[src/common/cdhc_map.svh]
// constants of the debug halt control
// What this block does
// - entry saves pc, cause; jumps halt vector
// - enter on request, trigger, enabled breakpoint
// - decode instruction at request not executed
// - three status outputs exactly one high
// - reset-seen high in reset, clears after go
// - afterwards halted in debug, else running
// - unavailable until release and go seen
// - early request goes straight to halted
// - request while running reaches halted soon
// - breakpoint in debug re-enters halt vector
// - exception in debug jumps exception vector
// - trap return in debug jumps exception vector
// - debug registers illegal outside debug mode
// - one trigger, instruction address match only
// - trigger dmode field reads constant one
// - trigger writes ignored outside debug, reads ok
// - pc-dependent or buffer jumps never illegal
// - interrupts ignored while in debug mode
`ifndef CDHC_MAP_SVH
`define CDHC_MAP_SVH
// bus register offsets
`define CDHC_OFF_CTRL     8'h00
`define CDHC_OFF_STATUS   8'h04
`define CDHC_OFF_DPC      8'h08
// control field positions and reset
`define CDHC_CTRL_TRIGEN  0
`define CDHC_CTRL_SWHALT  1
`define CDHC_CTRL_TRIGEN_RST 1'b1
// core-side register addresses
`define CDHC_CSR_DCSR     12'h7b0
`define CDHC_CSR_DPC      12'h7b1
`define CDHC_CSR_DSCR0    12'h7b2
`define CDHC_CSR_DSCR1    12'h7b3
`define CDHC_CSR_TSEL     12'h7a0
`define CDHC_CSR_TDATA1   12'h7a1
`define CDHC_CSR_TDATA2   12'h7a2
`define CDHC_CSR_TINFO    12'h7a4
// field positions and constants
`define CDHC_DCSR_EBREAKM 15
`define CDHC_TD1_EXEC     2
`define CDHC_DEBUG_VER    4'h4
`define CDHC_TRIG_TYPE    4'h2
`define CDHC_TINFO_VAL    32'h0000_0004
`define CDHC_EBREAKM_RST  1'b0
// entry cause codes
`define CDHC_CAUSE_EBREAK 3'h1
`define CDHC_CAUSE_TRIG   3'h2
`define CDHC_CAUSE_HALT   3'h3
// bus responses
`define CDHC_RESP_OKAY    2'h0
`define CDHC_RESP_SLVERR  2'h2
`endif

[src/common/cdhc_pkg.sv]
// debug halt control types
package cdhc_pkg;
    // **
    // debug availability states
    // **
    typedef enum logic [1:0] {ST_UNAVAIL, ST_RUN, ST_HALT} cdhc_state_e_t;

    // decode stage view of the core
    typedef struct packed {
        logic        valid;    // instruction present
        logic [31:0] pc;       // its address
        logic        isEbreak; // breakpoint instruction
        logic        isMret;   // mret or uret
        logic        isDret;   // return from debug
        logic        excp;     // exception raised
    } cdhc_dec_t;

    // core register access request and answer
    typedef struct packed {
        logic        valid;
        logic [11:0] addr;
        logic        write;
        logic [31:0] wdata;
    } cdhc_csr_req_t;
    typedef struct packed {
        logic        valid;
        logic [31:0] rdata;
        logic        illegal;
    } cdhc_csr_rsp_t;

    // fetch redirect
    typedef struct packed {
        logic        valid;
        logic [31:0] target;
        logic        flush;
    } cdhc_pc_set_t;

    // axi4-lite master to slave
    typedef struct packed {
        logic        awvalid;
        logic [7:0]  awaddr;
        logic        wvalid;
        logic [31:0] wdata;
        logic [3:0]  wstrb;
        logic        bready;
        logic        arvalid;
        logic [7:0]  araddr;
        logic        rready;
    } cdhc_axi_req_t;
    // axi4-lite slave to master
    typedef struct packed {
        logic        awready;
        logic        wready;
        logic        bvalid;
        logic [1:0]  bresp;
        logic        arready;
        logic        rvalid;
        logic [31:0] rdata;
        logic [1:0]  rresp;
    } cdhc_axi_rsp_t;

    // synchroniser state
    typedef struct packed {
        logic s1;
        logic s2;
        logic s3;
        logic out;
    } cdhc_sync_t;
endpackage

[src/rtl/cdhc_sync3.sv]
// three-stage input synchroniser with agreement filter
`timescale 1ns/10ps
module cdhc_sync3 (
    input  wire logic sys_clk, // core clock
    input  wire logic sys_rst, // synchronous reset, high
    input  wire logic din,     // asynchronous level
    output logic      dout     // filtered level
);
    // **
    // state
    // **
    cdhc_pkg::cdhc_sync_t s; // current
    cdhc_pkg::cdhc_sync_t n; // next

    // shift; output follows when stages 2,3 agree
    always_comb begin
        n = s;
        n.s1 = din;
        n.s2 = s.s1;
        n.s3 = s.s2;
        if (s.s2 == s.s3) begin
            n.out = s.s3;
        end
    end

    // register the state
    always_ff @(posedge sys_clk) begin
        if (sys_rst) begin
            s <= '0;
        end else begin
            s <= n;
        end
    end

    assign dout = s.out;
endmodule

[src/rtl/cdhc_debug_ctrl.sv]
// debug mode entry, exit and debug register control for the core
`timescale 1ns/10ps
`include "cdhc_map.svh"
module cdhc_debug_ctrl (
    input  wire logic                    sys_clk,              // core clock
    input  wire logic                    sys_rst,              // sync reset, high
    input  wire logic                    haltRequest,          // debug request
    input  wire logic                    fetchGo,              // fetch enable pin
    input  wire logic [31:0]             bootAddr,             // first fetch address
    input  wire logic [31:0]             haltEntryVector,      // debug entry address
    input  wire logic [31:0]             debugExceptionVector, // debug trap address
    input  wire cdhc_pkg::cdhc_dec_t     decode,               // decode stage view
    input  wire cdhc_pkg::cdhc_csr_req_t csrReq,               // register access
    output cdhc_pkg::cdhc_csr_rsp_t      csrRsp,               // access answer
    output cdhc_pkg::cdhc_pc_set_t       pcSet,                // fetch redirect
    output logic                         debugMode,            // in debug mode
    output logic                         irqIgnore,            // mask interrupts
    output logic                         resetSeen,            // status: reset
    output logic                         running,              // status: running
    output logic                         halted,               // status: halted
    input  wire cdhc_pkg::cdhc_axi_req_t axiReq,               // bus request
    output cdhc_pkg::cdhc_axi_rsp_t      axiRsp                // bus answer
);
    // **
    // state record
    // **
    typedef struct packed {
        cdhc_pkg::cdhc_state_e_t st;         // availability state
        logic                    pendHalt;   // request seen before go
        logic                    ebreakm;    // breakpoint enters debug
        logic [2:0]              cause;      // last entry cause
        logic [31:0]             dpc;        // saved pc
        logic [31:0]             scratch0;   // debug scratch 0
        logic [31:0]             scratch1;   // debug scratch 1
        logic                    trigExec;   // trigger armed
        logic [31:0]             trigAddr;   // trigger match address
        logic                    ctrlTrigEn; // bus trigger enable
        logic                    ctrlSwHalt; // bus halt request
        logic                    awTaken;    // write address held
        logic [7:0]              awAddr;     // held write address
        logic                    wTaken;     // write data held
        logic [31:0]             wData;      // held write data
        logic [3:0]              wStrb;      // held byte strobes
        cdhc_pkg::cdhc_axi_rsp_t axi;        // bus answer
        cdhc_pkg::cdhc_pc_set_t  pc;         // redirect
        cdhc_pkg::cdhc_csr_rsp_t csr;        // access answer
        logic                    resetSeen;  // status out
        logic                    running;    // status out
        logic                    halted;     // status out
        logic                    irqIgnore;  // interrupt mask out
    } cdhc_regs_t;

    cdhc_regs_t s;      // current state
    cdhc_regs_t n;      // next state
    logic       goSync; // filtered fetch enable
    logic       inDebug;  // currently halted
    logic       trigHit;  // instruction address match
    logic       brkEntry; // breakpoint enters debug
    logic       reqEntry; // external or bus request
    logic [31:0] dcsrVal; // assembled dcsr
    logic [31:0] td1Val;  // assembled trigger data 1

    // **
    // fetch enable pin crossing
    // **
    cdhc_sync3 u_go_sync (
        .sys_clk (sys_clk),
        .sys_rst (sys_rst),
        .din     (fetchGo),
        .dout    (goSync)
    );

    // **
    // entry conditions and register images
    // **
    // entry events while running
    always_comb begin
        inDebug = (s.st == cdhc_pkg::ST_HALT);
        // single trigger, execute address compare only
        trigHit = s.ctrlTrigEn && s.trigExec && decode.valid
                  && (decode.pc == s.trigAddr);
        brkEntry = decode.valid && decode.isEbreak && s.ebreakm;
        reqEntry = haltRequest || s.ctrlSwHalt;
        // dcsr: version, ebreakm, cause, machine privilege
        dcsrVal = {`CDHC_DEBUG_VER, 12'h000, s.ebreakm, 6'h00, s.cause,
                   4'h0, 2'b11};
        // trigger data 1: type, dmode fixed one, m, execute
        td1Val = {`CDHC_TRIG_TYPE, 1'b1, 20'h00000, 1'b1, 3'h0, s.trigExec,
                  2'h0};
    end

    // **
    // next state
    // **
    always_comb begin
        n = s;
        // one-cycle pulses drop by default
        n.pc.valid = 1'b0;
        n.pc.flush = 1'b0;
        n.csr.valid = 1'b0;
        n.csr.illegal = 1'b0;

        // core register accesses, answered next cycle
        if (csrReq.valid) begin
            n.csr.valid = 1'b1;
            n.csr.rdata = 32'h0000_0000;
            case (csrReq.addr)
                `CDHC_CSR_DCSR: begin
                    n.csr.rdata = dcsrVal;
                    if (!inDebug) begin
                        n.csr.illegal = 1'b1;
                    end else if (csrReq.write) begin
                        n.ebreakm = csrReq.wdata[`CDHC_DCSR_EBREAKM];
                    end
                end
                `CDHC_CSR_DPC: begin
                    n.csr.rdata = s.dpc;
                    if (!inDebug) begin
                        n.csr.illegal = 1'b1;
                    end else if (csrReq.write) begin
                        n.dpc = csrReq.wdata;
                    end
                end
                `CDHC_CSR_DSCR0: begin
                    n.csr.rdata = s.scratch0;
                    if (!inDebug) begin
                        n.csr.illegal = 1'b1;
                    end else if (csrReq.write) begin
                        n.scratch0 = csrReq.wdata;
                    end
                end
                `CDHC_CSR_DSCR1: begin
                    n.csr.rdata = s.scratch1;
                    if (!inDebug) begin
                        n.csr.illegal = 1'b1;
                    end else if (csrReq.write) begin
                        n.scratch1 = csrReq.wdata;
                    end
                end
                `CDHC_CSR_TSEL: begin
                    n.csr.rdata = 32'h0000_0000; // only trigger zero
                end
                `CDHC_CSR_TDATA1: begin
                    n.csr.rdata = td1Val;
                    if (inDebug && csrReq.write) begin
                        n.trigExec = csrReq.wdata[`CDHC_TD1_EXEC];
                    end
                end
                `CDHC_CSR_TDATA2: begin
                    n.csr.rdata = s.trigAddr;
                    if (inDebug && csrReq.write) begin
                        n.trigAddr = csrReq.wdata;
                    end
                end
                `CDHC_CSR_TINFO: begin
                    n.csr.rdata = `CDHC_TINFO_VAL;
                end
                default: begin
                    // core-owned, never illegal
                    n.csr.rdata = 32'h0000_0000;
                end
            endcase
        end

        // availability state machine
        case (s.st)
            cdhc_pkg::ST_UNAVAIL: begin
                // request seen before fetch enable
                if (haltRequest) begin
                    n.pendHalt = 1'b1;
                end
                if (goSync) begin
                    if (s.pendHalt || reqEntry) begin
                        // straight to halted, never running
                        n.st = cdhc_pkg::ST_HALT;
                        n.dpc = bootAddr;
                        n.cause = `CDHC_CAUSE_HALT;
                        n.pc.valid = 1'b1;
                        n.pc.target = haltEntryVector;
                        n.pc.flush = 1'b1;
                        n.ctrlSwHalt = 1'b0;
                    end else begin
                        n.st = cdhc_pkg::ST_RUN;
                    end
                    n.pendHalt = 1'b0;
                end
            end
            cdhc_pkg::ST_RUN: begin
                // priority: trigger, break, request
                if (trigHit || brkEntry || reqEntry) begin
                    n.st = cdhc_pkg::ST_HALT;
                    // decode slot flushed, resumed at dpc
                    n.dpc = decode.pc;
                    if (trigHit) begin
                        n.cause = `CDHC_CAUSE_TRIG;
                    end else if (brkEntry) begin
                        n.cause = `CDHC_CAUSE_EBREAK;
                    end else begin
                        n.cause = `CDHC_CAUSE_HALT;
                    end
                    n.pc.valid = 1'b1;
                    n.pc.target = haltEntryVector;
                    n.pc.flush = 1'b1;
                    n.ctrlSwHalt = 1'b0;
                end
            end
            cdhc_pkg::ST_HALT: begin
                if (decode.valid && decode.excp) begin
                    // any fault inside debug code
                    n.pc.valid = 1'b1;
                    n.pc.target = debugExceptionVector;
                    n.pc.flush = 1'b1;
                end else if (decode.valid && decode.isMret) begin
                    // trap return leaves status untouched
                    n.pc.valid = 1'b1;
                    n.pc.target = debugExceptionVector;
                    n.pc.flush = 1'b1;
                end else if (decode.valid && decode.isEbreak) begin
                    // restart debug code, registers kept
                    n.pc.valid = 1'b1;
                    n.pc.target = haltEntryVector;
                    n.pc.flush = 1'b1;
                end else if (decode.valid && decode.isDret) begin
                    // resume at saved pc
                    n.st = cdhc_pkg::ST_RUN;
                    n.pc.valid = 1'b1;
                    n.pc.target = n.dpc;
                    n.pc.flush = 1'b1;
                end
            end
            default: begin
                n.st = cdhc_pkg::ST_UNAVAIL;
            end
        endcase

        // **
        // axi4-lite write channel
        // **
        if (s.axi.awready && axiReq.awvalid) begin
            n.awTaken = 1'b1;
            n.awAddr = axiReq.awaddr;
        end
        if (s.axi.wready && axiReq.wvalid) begin
            n.wTaken = 1'b1;
            n.wData = axiReq.wdata;
            n.wStrb = axiReq.wstrb;
        end
        if (s.axi.bvalid && axiReq.bready) begin
            n.axi.bvalid = 1'b0;
        end
        // write once address and data held
        if (n.awTaken && n.wTaken && !n.axi.bvalid) begin
            n.axi.bvalid = 1'b1;
            n.axi.bresp = `CDHC_RESP_OKAY;
            n.awTaken = 1'b0;
            n.wTaken = 1'b0;
            case ({n.awAddr[7:2], 2'b00})
                `CDHC_OFF_CTRL: begin
                    // software write wins over hardware clear
                    if (n.wStrb[0]) begin
                        n.ctrlTrigEn = n.wData[`CDHC_CTRL_TRIGEN];
                        n.ctrlSwHalt = n.wData[`CDHC_CTRL_SWHALT];
                    end
                end
                `CDHC_OFF_STATUS, `CDHC_OFF_DPC: begin
                    // read-only, write dropped
                    n.axi.bresp = `CDHC_RESP_OKAY;
                end
                default: begin
                    n.axi.bresp = `CDHC_RESP_SLVERR;
                end
            endcase
        end
        n.axi.awready = !n.awTaken && !n.axi.bvalid;
        n.axi.wready = !n.wTaken && !n.axi.bvalid;

        // **
        // axi4-lite read channel
        // **
        if (s.axi.rvalid && axiReq.rready) begin
            n.axi.rvalid = 1'b0;
        end
        if (s.axi.arready && axiReq.arvalid) begin
            n.axi.rvalid = 1'b1;
            n.axi.rresp = `CDHC_RESP_OKAY;
            case ({axiReq.araddr[7:2], 2'b00})
                `CDHC_OFF_CTRL: begin
                    n.axi.rdata = {30'h0000_0000, s.ctrlSwHalt, s.ctrlTrigEn};
                end
                `CDHC_OFF_STATUS: begin
                    n.axi.rdata = {26'h000_0000, s.cause, s.halted, s.running,
                                   s.resetSeen};
                end
                `CDHC_OFF_DPC: begin
                    n.axi.rdata = s.dpc;
                end
                default: begin
                    n.axi.rdata = 32'h0000_0000;
                    n.axi.rresp = `CDHC_RESP_SLVERR;
                end
            endcase
        end
        n.axi.arready = !n.axi.rvalid;

        // **
        // status outputs from next state
        // **
        n.resetSeen = (n.st == cdhc_pkg::ST_UNAVAIL);
        n.running = (n.st == cdhc_pkg::ST_RUN);
        n.halted = (n.st == cdhc_pkg::ST_HALT);
        n.irqIgnore = (n.st != cdhc_pkg::ST_RUN);
    end

    // **
    // state register
    // **
    always_ff @(posedge sys_clk) begin
        if (sys_rst) begin
            s <= '0;
            s.st <= cdhc_pkg::ST_UNAVAIL;
            s.resetSeen <= 1'b1;
            s.irqIgnore <= 1'b1;
            s.ebreakm <= `CDHC_EBREAKM_RST;
            s.ctrlTrigEn <= `CDHC_CTRL_TRIGEN_RST;
        end else begin
            s <= n;
        end
    end

    // **
    // outputs, all straight from flops
    // **
    assign csrRsp = s.csr;
    assign pcSet = s.pc;
    assign debugMode = s.halted;
    assign irqIgnore = s.irqIgnore;
    assign resetSeen = s.resetSeen;
    assign running = s.running;
    assign halted = s.halted;
    assign axiRsp = s.axi;
endmodule

[config.mk]
export PLATFORM = sky130hd
export DESIGN_NAME = cdhc_debug_ctrl
export DESIGN_NICKNAME = d
export VERILOG_FILES = /design/src/common/cdhc_pkg.sv /design/src/rtl/cdhc_sync3.sv /design/src/rtl/cdhc_debug_ctrl.sv
export VERILOG_INCLUDE_DIRS = /design/src /design/src/common
export SDC_FILE = /design/constraint.sdc
export NUM_CORES = 1
export LEC_CHECK = 0
export BUFFER_PORTS_ARGS = -buffer_cell sky130_fd_sc_hd__buf_2
export CAP_MARGIN = 20
export CORE_UTILIZATION = 41
export DETAILED_ROUTE_END_ITERATION = 10
export PLACE_DENSITY_LB_ADDON = 0.3
export SLEW_MARGIN = 20
export SYNTH_ARGS = -nofsm -noshare
export SYNTH_HDL_FRONTEND = slang
export SYNTH_SLANG_ARGS = --single-unit
[constraint.sdc]
create_clock -name sys_clk -period 2 [get_ports sys_clk]
set_input_delay 0.1 -clock sys_clk [delete_from_list [all_inputs] [get_ports sys_clk]]
set_output_delay 0.1 -clock sys_clk [all_outputs]
set_load 0.02 [all_outputs]
==> flow_summary.json <==
{
  "status": "complete, but fails checks",
  "violations": "negative setup slack",
  "grt_pass1_vias": 12600,
  "io_buffer_count": 314,
  "synth_seq_cells": 262,
  "final_cell_mix": "buf_2, nand2_1, dfxtp_1",
  "synth_area_leaders": "dfxtp_1, nand2_1, buf_4",
  "rsz0062_at_grt": "yes",
  "hpwlAfterDp_microns": 35700,
  "syn_area_per_cell_sq_um": 8.36,
  "num_rows": 64,
  "p_leak_uw": 0.00742,
  "cts_made_buffers": 28,
  "fmax_mhz": 483,
  "p_sw_frac": 0.239,
  "synth_top_area_frac": 0.413,
  "worst_ep_required_time_ns": 2.47,
  "grt.total_usage": 0.307,
  "stdcell_area_sq_um": 17700,
  "syn_inst": 1520,
  "globalplace.congestion": 0.962,
  "initial_core_util": 0.416,
  "slew_violations": 0,
  "cts_max_path_buffers": 3,
  "fillers": 2713,
  "peakVddDrop_mv": 0.587,
  "drtAntennaViolNets": 0,
  "power.density_nw_per_um2": 677,
  "ys_warn_count": 0,
  "worst-slew-pin-transition_ns": 0.990,
  "fp.coreArea_sq_um": 30600,
  "comb_power_share": 0.092,
  "whs_ns": 0.00740,
  "drt_iter0_drc": 1550,
  "antenna_found_initial": 5,
  "crit_path_start_kind": "flip-flop",
  "vias_per_cell": 5.70,
  "dr.pass1.iters": 7,
  "placed_area_sq_um": 14800,
  "grt_pass1_wl_microns": 74500,
  "path_max_fanout": 16,
  "final_nets": 2182,
  "hold_path.class": "in -> reg",
  "ys_async_sr_fraction": 0,
  "hold_viol": 0,
  "worstSetupPathType": "reg -> reg",
  "seqPwrFrac": 0.440,
  "synth_edf_count": 0,
  "cts_sinks": 262,
  "syn_area_sq_um": 12700,
  "relSlewSlack": 0.340,
  "maxCapViolations": 0,
  "yosysTopAreaCell": "dfxtp_1",
  "wl_per_cell_microns": 21.7,
  "worstHoldPathCells": 4,
  "grt_max_degree": 89,
  "drc": 0,
  "die_x_microns": 178,
  "cts_root_buf": "clkbuf_16",
  "seq_area_frac_synth": 0.413,
  "r2r_cells": 7,
  "clock_latency_ns": 0.56,
  "power.switching_uw": 2870,
  "die_h_microns": 178,
  "setup_viol": 64,
  "multiInputGateArea_sq_um": 6320,
  "period_share": 1.04,
  "dp_cells": 2153,
  "min_to": "s[157]$_SDFF_PP0_",
  "r2r-end": "s[282]$_SDFF_PP0_",
  "final_cells": 2361,
  "num_vias": 13500,
  "die_area_sq_um": 31700,
  "register_area_sq_um": 5250,
  "r2r_slack_ns": -0.07,
  "fin_setup_tns_ns": -2.16,
  "p_int_uw": 9110,
  "globalRoute.totalOverflow": 0,
  "drive_above_1_share": 0.308,
  "syn2layout_area_growth_pct": 39.3,
  "final_common_cell": "buf_2",
  "r2r_start": "s[178]$_SDFFE_PP0P_",
  "setup_slack_ns": -0.0701,
  "cts_tree": "built",
  "fin_skew_ns": 0.0183,
  "synth-main-ff-cell": "dfxtp_1",
  "synth_cell_types": 62,
  "path_clk_slew_ns": 0.06,
  "critical_path_arrival_ns": 2.54,
  "cp-end-kind": "flip-flop",
  "min_from": "axiReq[56]",
  "power_uw": 12000,
  "pwr-share-clk": 0.468,
  "drt_wl_total_microns": 51200,
  "cts-htree-levels": 1,
  "fin_crit_ns": 2.07,
  "ioPinCount": 354
}
## layout make-up
| type | count | area share |
|---|---|---|
| sequential | 262 | 0.297 |
| inverter | 40 | 0.00848 |
| clock buffer | 39 | 0.0459 |
| multi-input combinational | 991 | 0.357 |
| tap | 396 | 0.0280 |
| antenna | 3 | 0.000424 |
| timing repair buffer | 619 | 0.254 |
| clock inverter | 11 | 0.00947 |
## flip-flops by register name (all words and copies together) (netlist names)
signal,cells
irqIgnore,1
u_go_sync.dout,1
u_go_sync.n,2
resetSeen,1
running,1
s,145
pcSet,33
csrRsp,34
dcsrVal,3
u_go_sync.s,1
axiRsp,39
debugMode,1
## power groups by stage
stage / combinational (uW) / clock [uW] / sequential (uW)
after CTS: 1040 / 5630 / 5270
after floorplan: 355 / 0 / 5380
after detailed placement: 797 / 0 / 5390
after global routing: 1160 / 5860 / 5280
after global placement: 790 / 0 / 5390
final: 1100 / 5610 / 5270
## metrics by stage
stage	util	setup WS, ns
final	0.579	-0.0701
after global routing	0.579	-0.128
after CTS	0.569	-0.0198
after detailed placement	0.484	-0.0953
after global placement	0.484	-0.102
after floorplan	-	0.101
## worst max-delay path: stages (launching register included)
cell       delay, ns
dfxtp_1         0.34
xor2_2          0.22
nor4_4          0.30
nand4_1         0.21
nor3_4          0.30
o21ai_2         0.18
clkbuf_16       0.24
o221ai_1        0.18
## routing by layer
| layer | track usage | up-vias | wire, microns |
|---|---|---|---|
| met1 | 0.408 | 6353 | 21100 |
| met5 | 0 | - | 29 |
| met2 | 0.501 | 830 | 23500 |
| li1 | - | 6160 | - |
| met3 | 0.0556 | 113 | 5060 |
| met4 | 0.0997 | 4 | 1510 |
## cells in the mapped netlist (all sizes together), types with 14 or more instances
library cell and n:
a31oi 36, clkbuf 78, dfxtp 262, inv 40
o221ai 32, buf 150, mux2 31, o211ai 34
a2bb2oi 24, xor2 32, nor4 14, nand2 268
nor2 91, o22ai 32, a21oi 157, a22oi 68
mux2i 39, a222oi 23
## how the worst max path moves through the flow
| stage | start | endpoint | slack (ns) | cells after the start |
|---|---|---|---|---|
| global route | s[175]$_SDFFE_PP0P_ | resetSeen$_SDFF_PP1_ | -0.13 | 7 |
| detailed placement | s[296]$_SDFF_PP0_ | pcSet[12]$_SDFFE_PP0P_ | -0.1 | 8 |
| CTS | s[180]$_SDFFE_PP0P_ | pcSet[20]$_SDFFE_PP0P_ | -0.02 | 7 |
| floorplan | s[296]$_SDFF_PP0_ | pcSet[2]$_SDFFE_PP0P_ | 0.10 | 10 |
| finish | s[178]$_SDFFE_PP0P_ | s[282]$_SDFF_PP0_ | -0.07 | 7 |
| global placement | s[296]$_SDFF_PP0_ | pcSet[12]$_SDFFE_PP0P_ | -0.10 | 8 |
## what timing repair did
action	in CTS	in global routing
pin swaps	6	11
endpoints found under the setup margin	68	71
cloned	0	2
buffers inserted	0	1
hold buffers	152	0
resized for setup	22	42
hold endpoints to repair	184	0
## cell families after synthesis
logic type                count (synthesis)  synth area share
AOI/OAI and AO/OA                       440             0.233
xor gates and xnor gates                 32            0.0220
buffers and inverters                   268             0.117
DFF                                     262             0.413
muxes                                    70            0.0582
other                                     1          0.000295
and+or+nand+nor                         447             0.157
No activity file was read; power rests on OpenSTA's default activity.
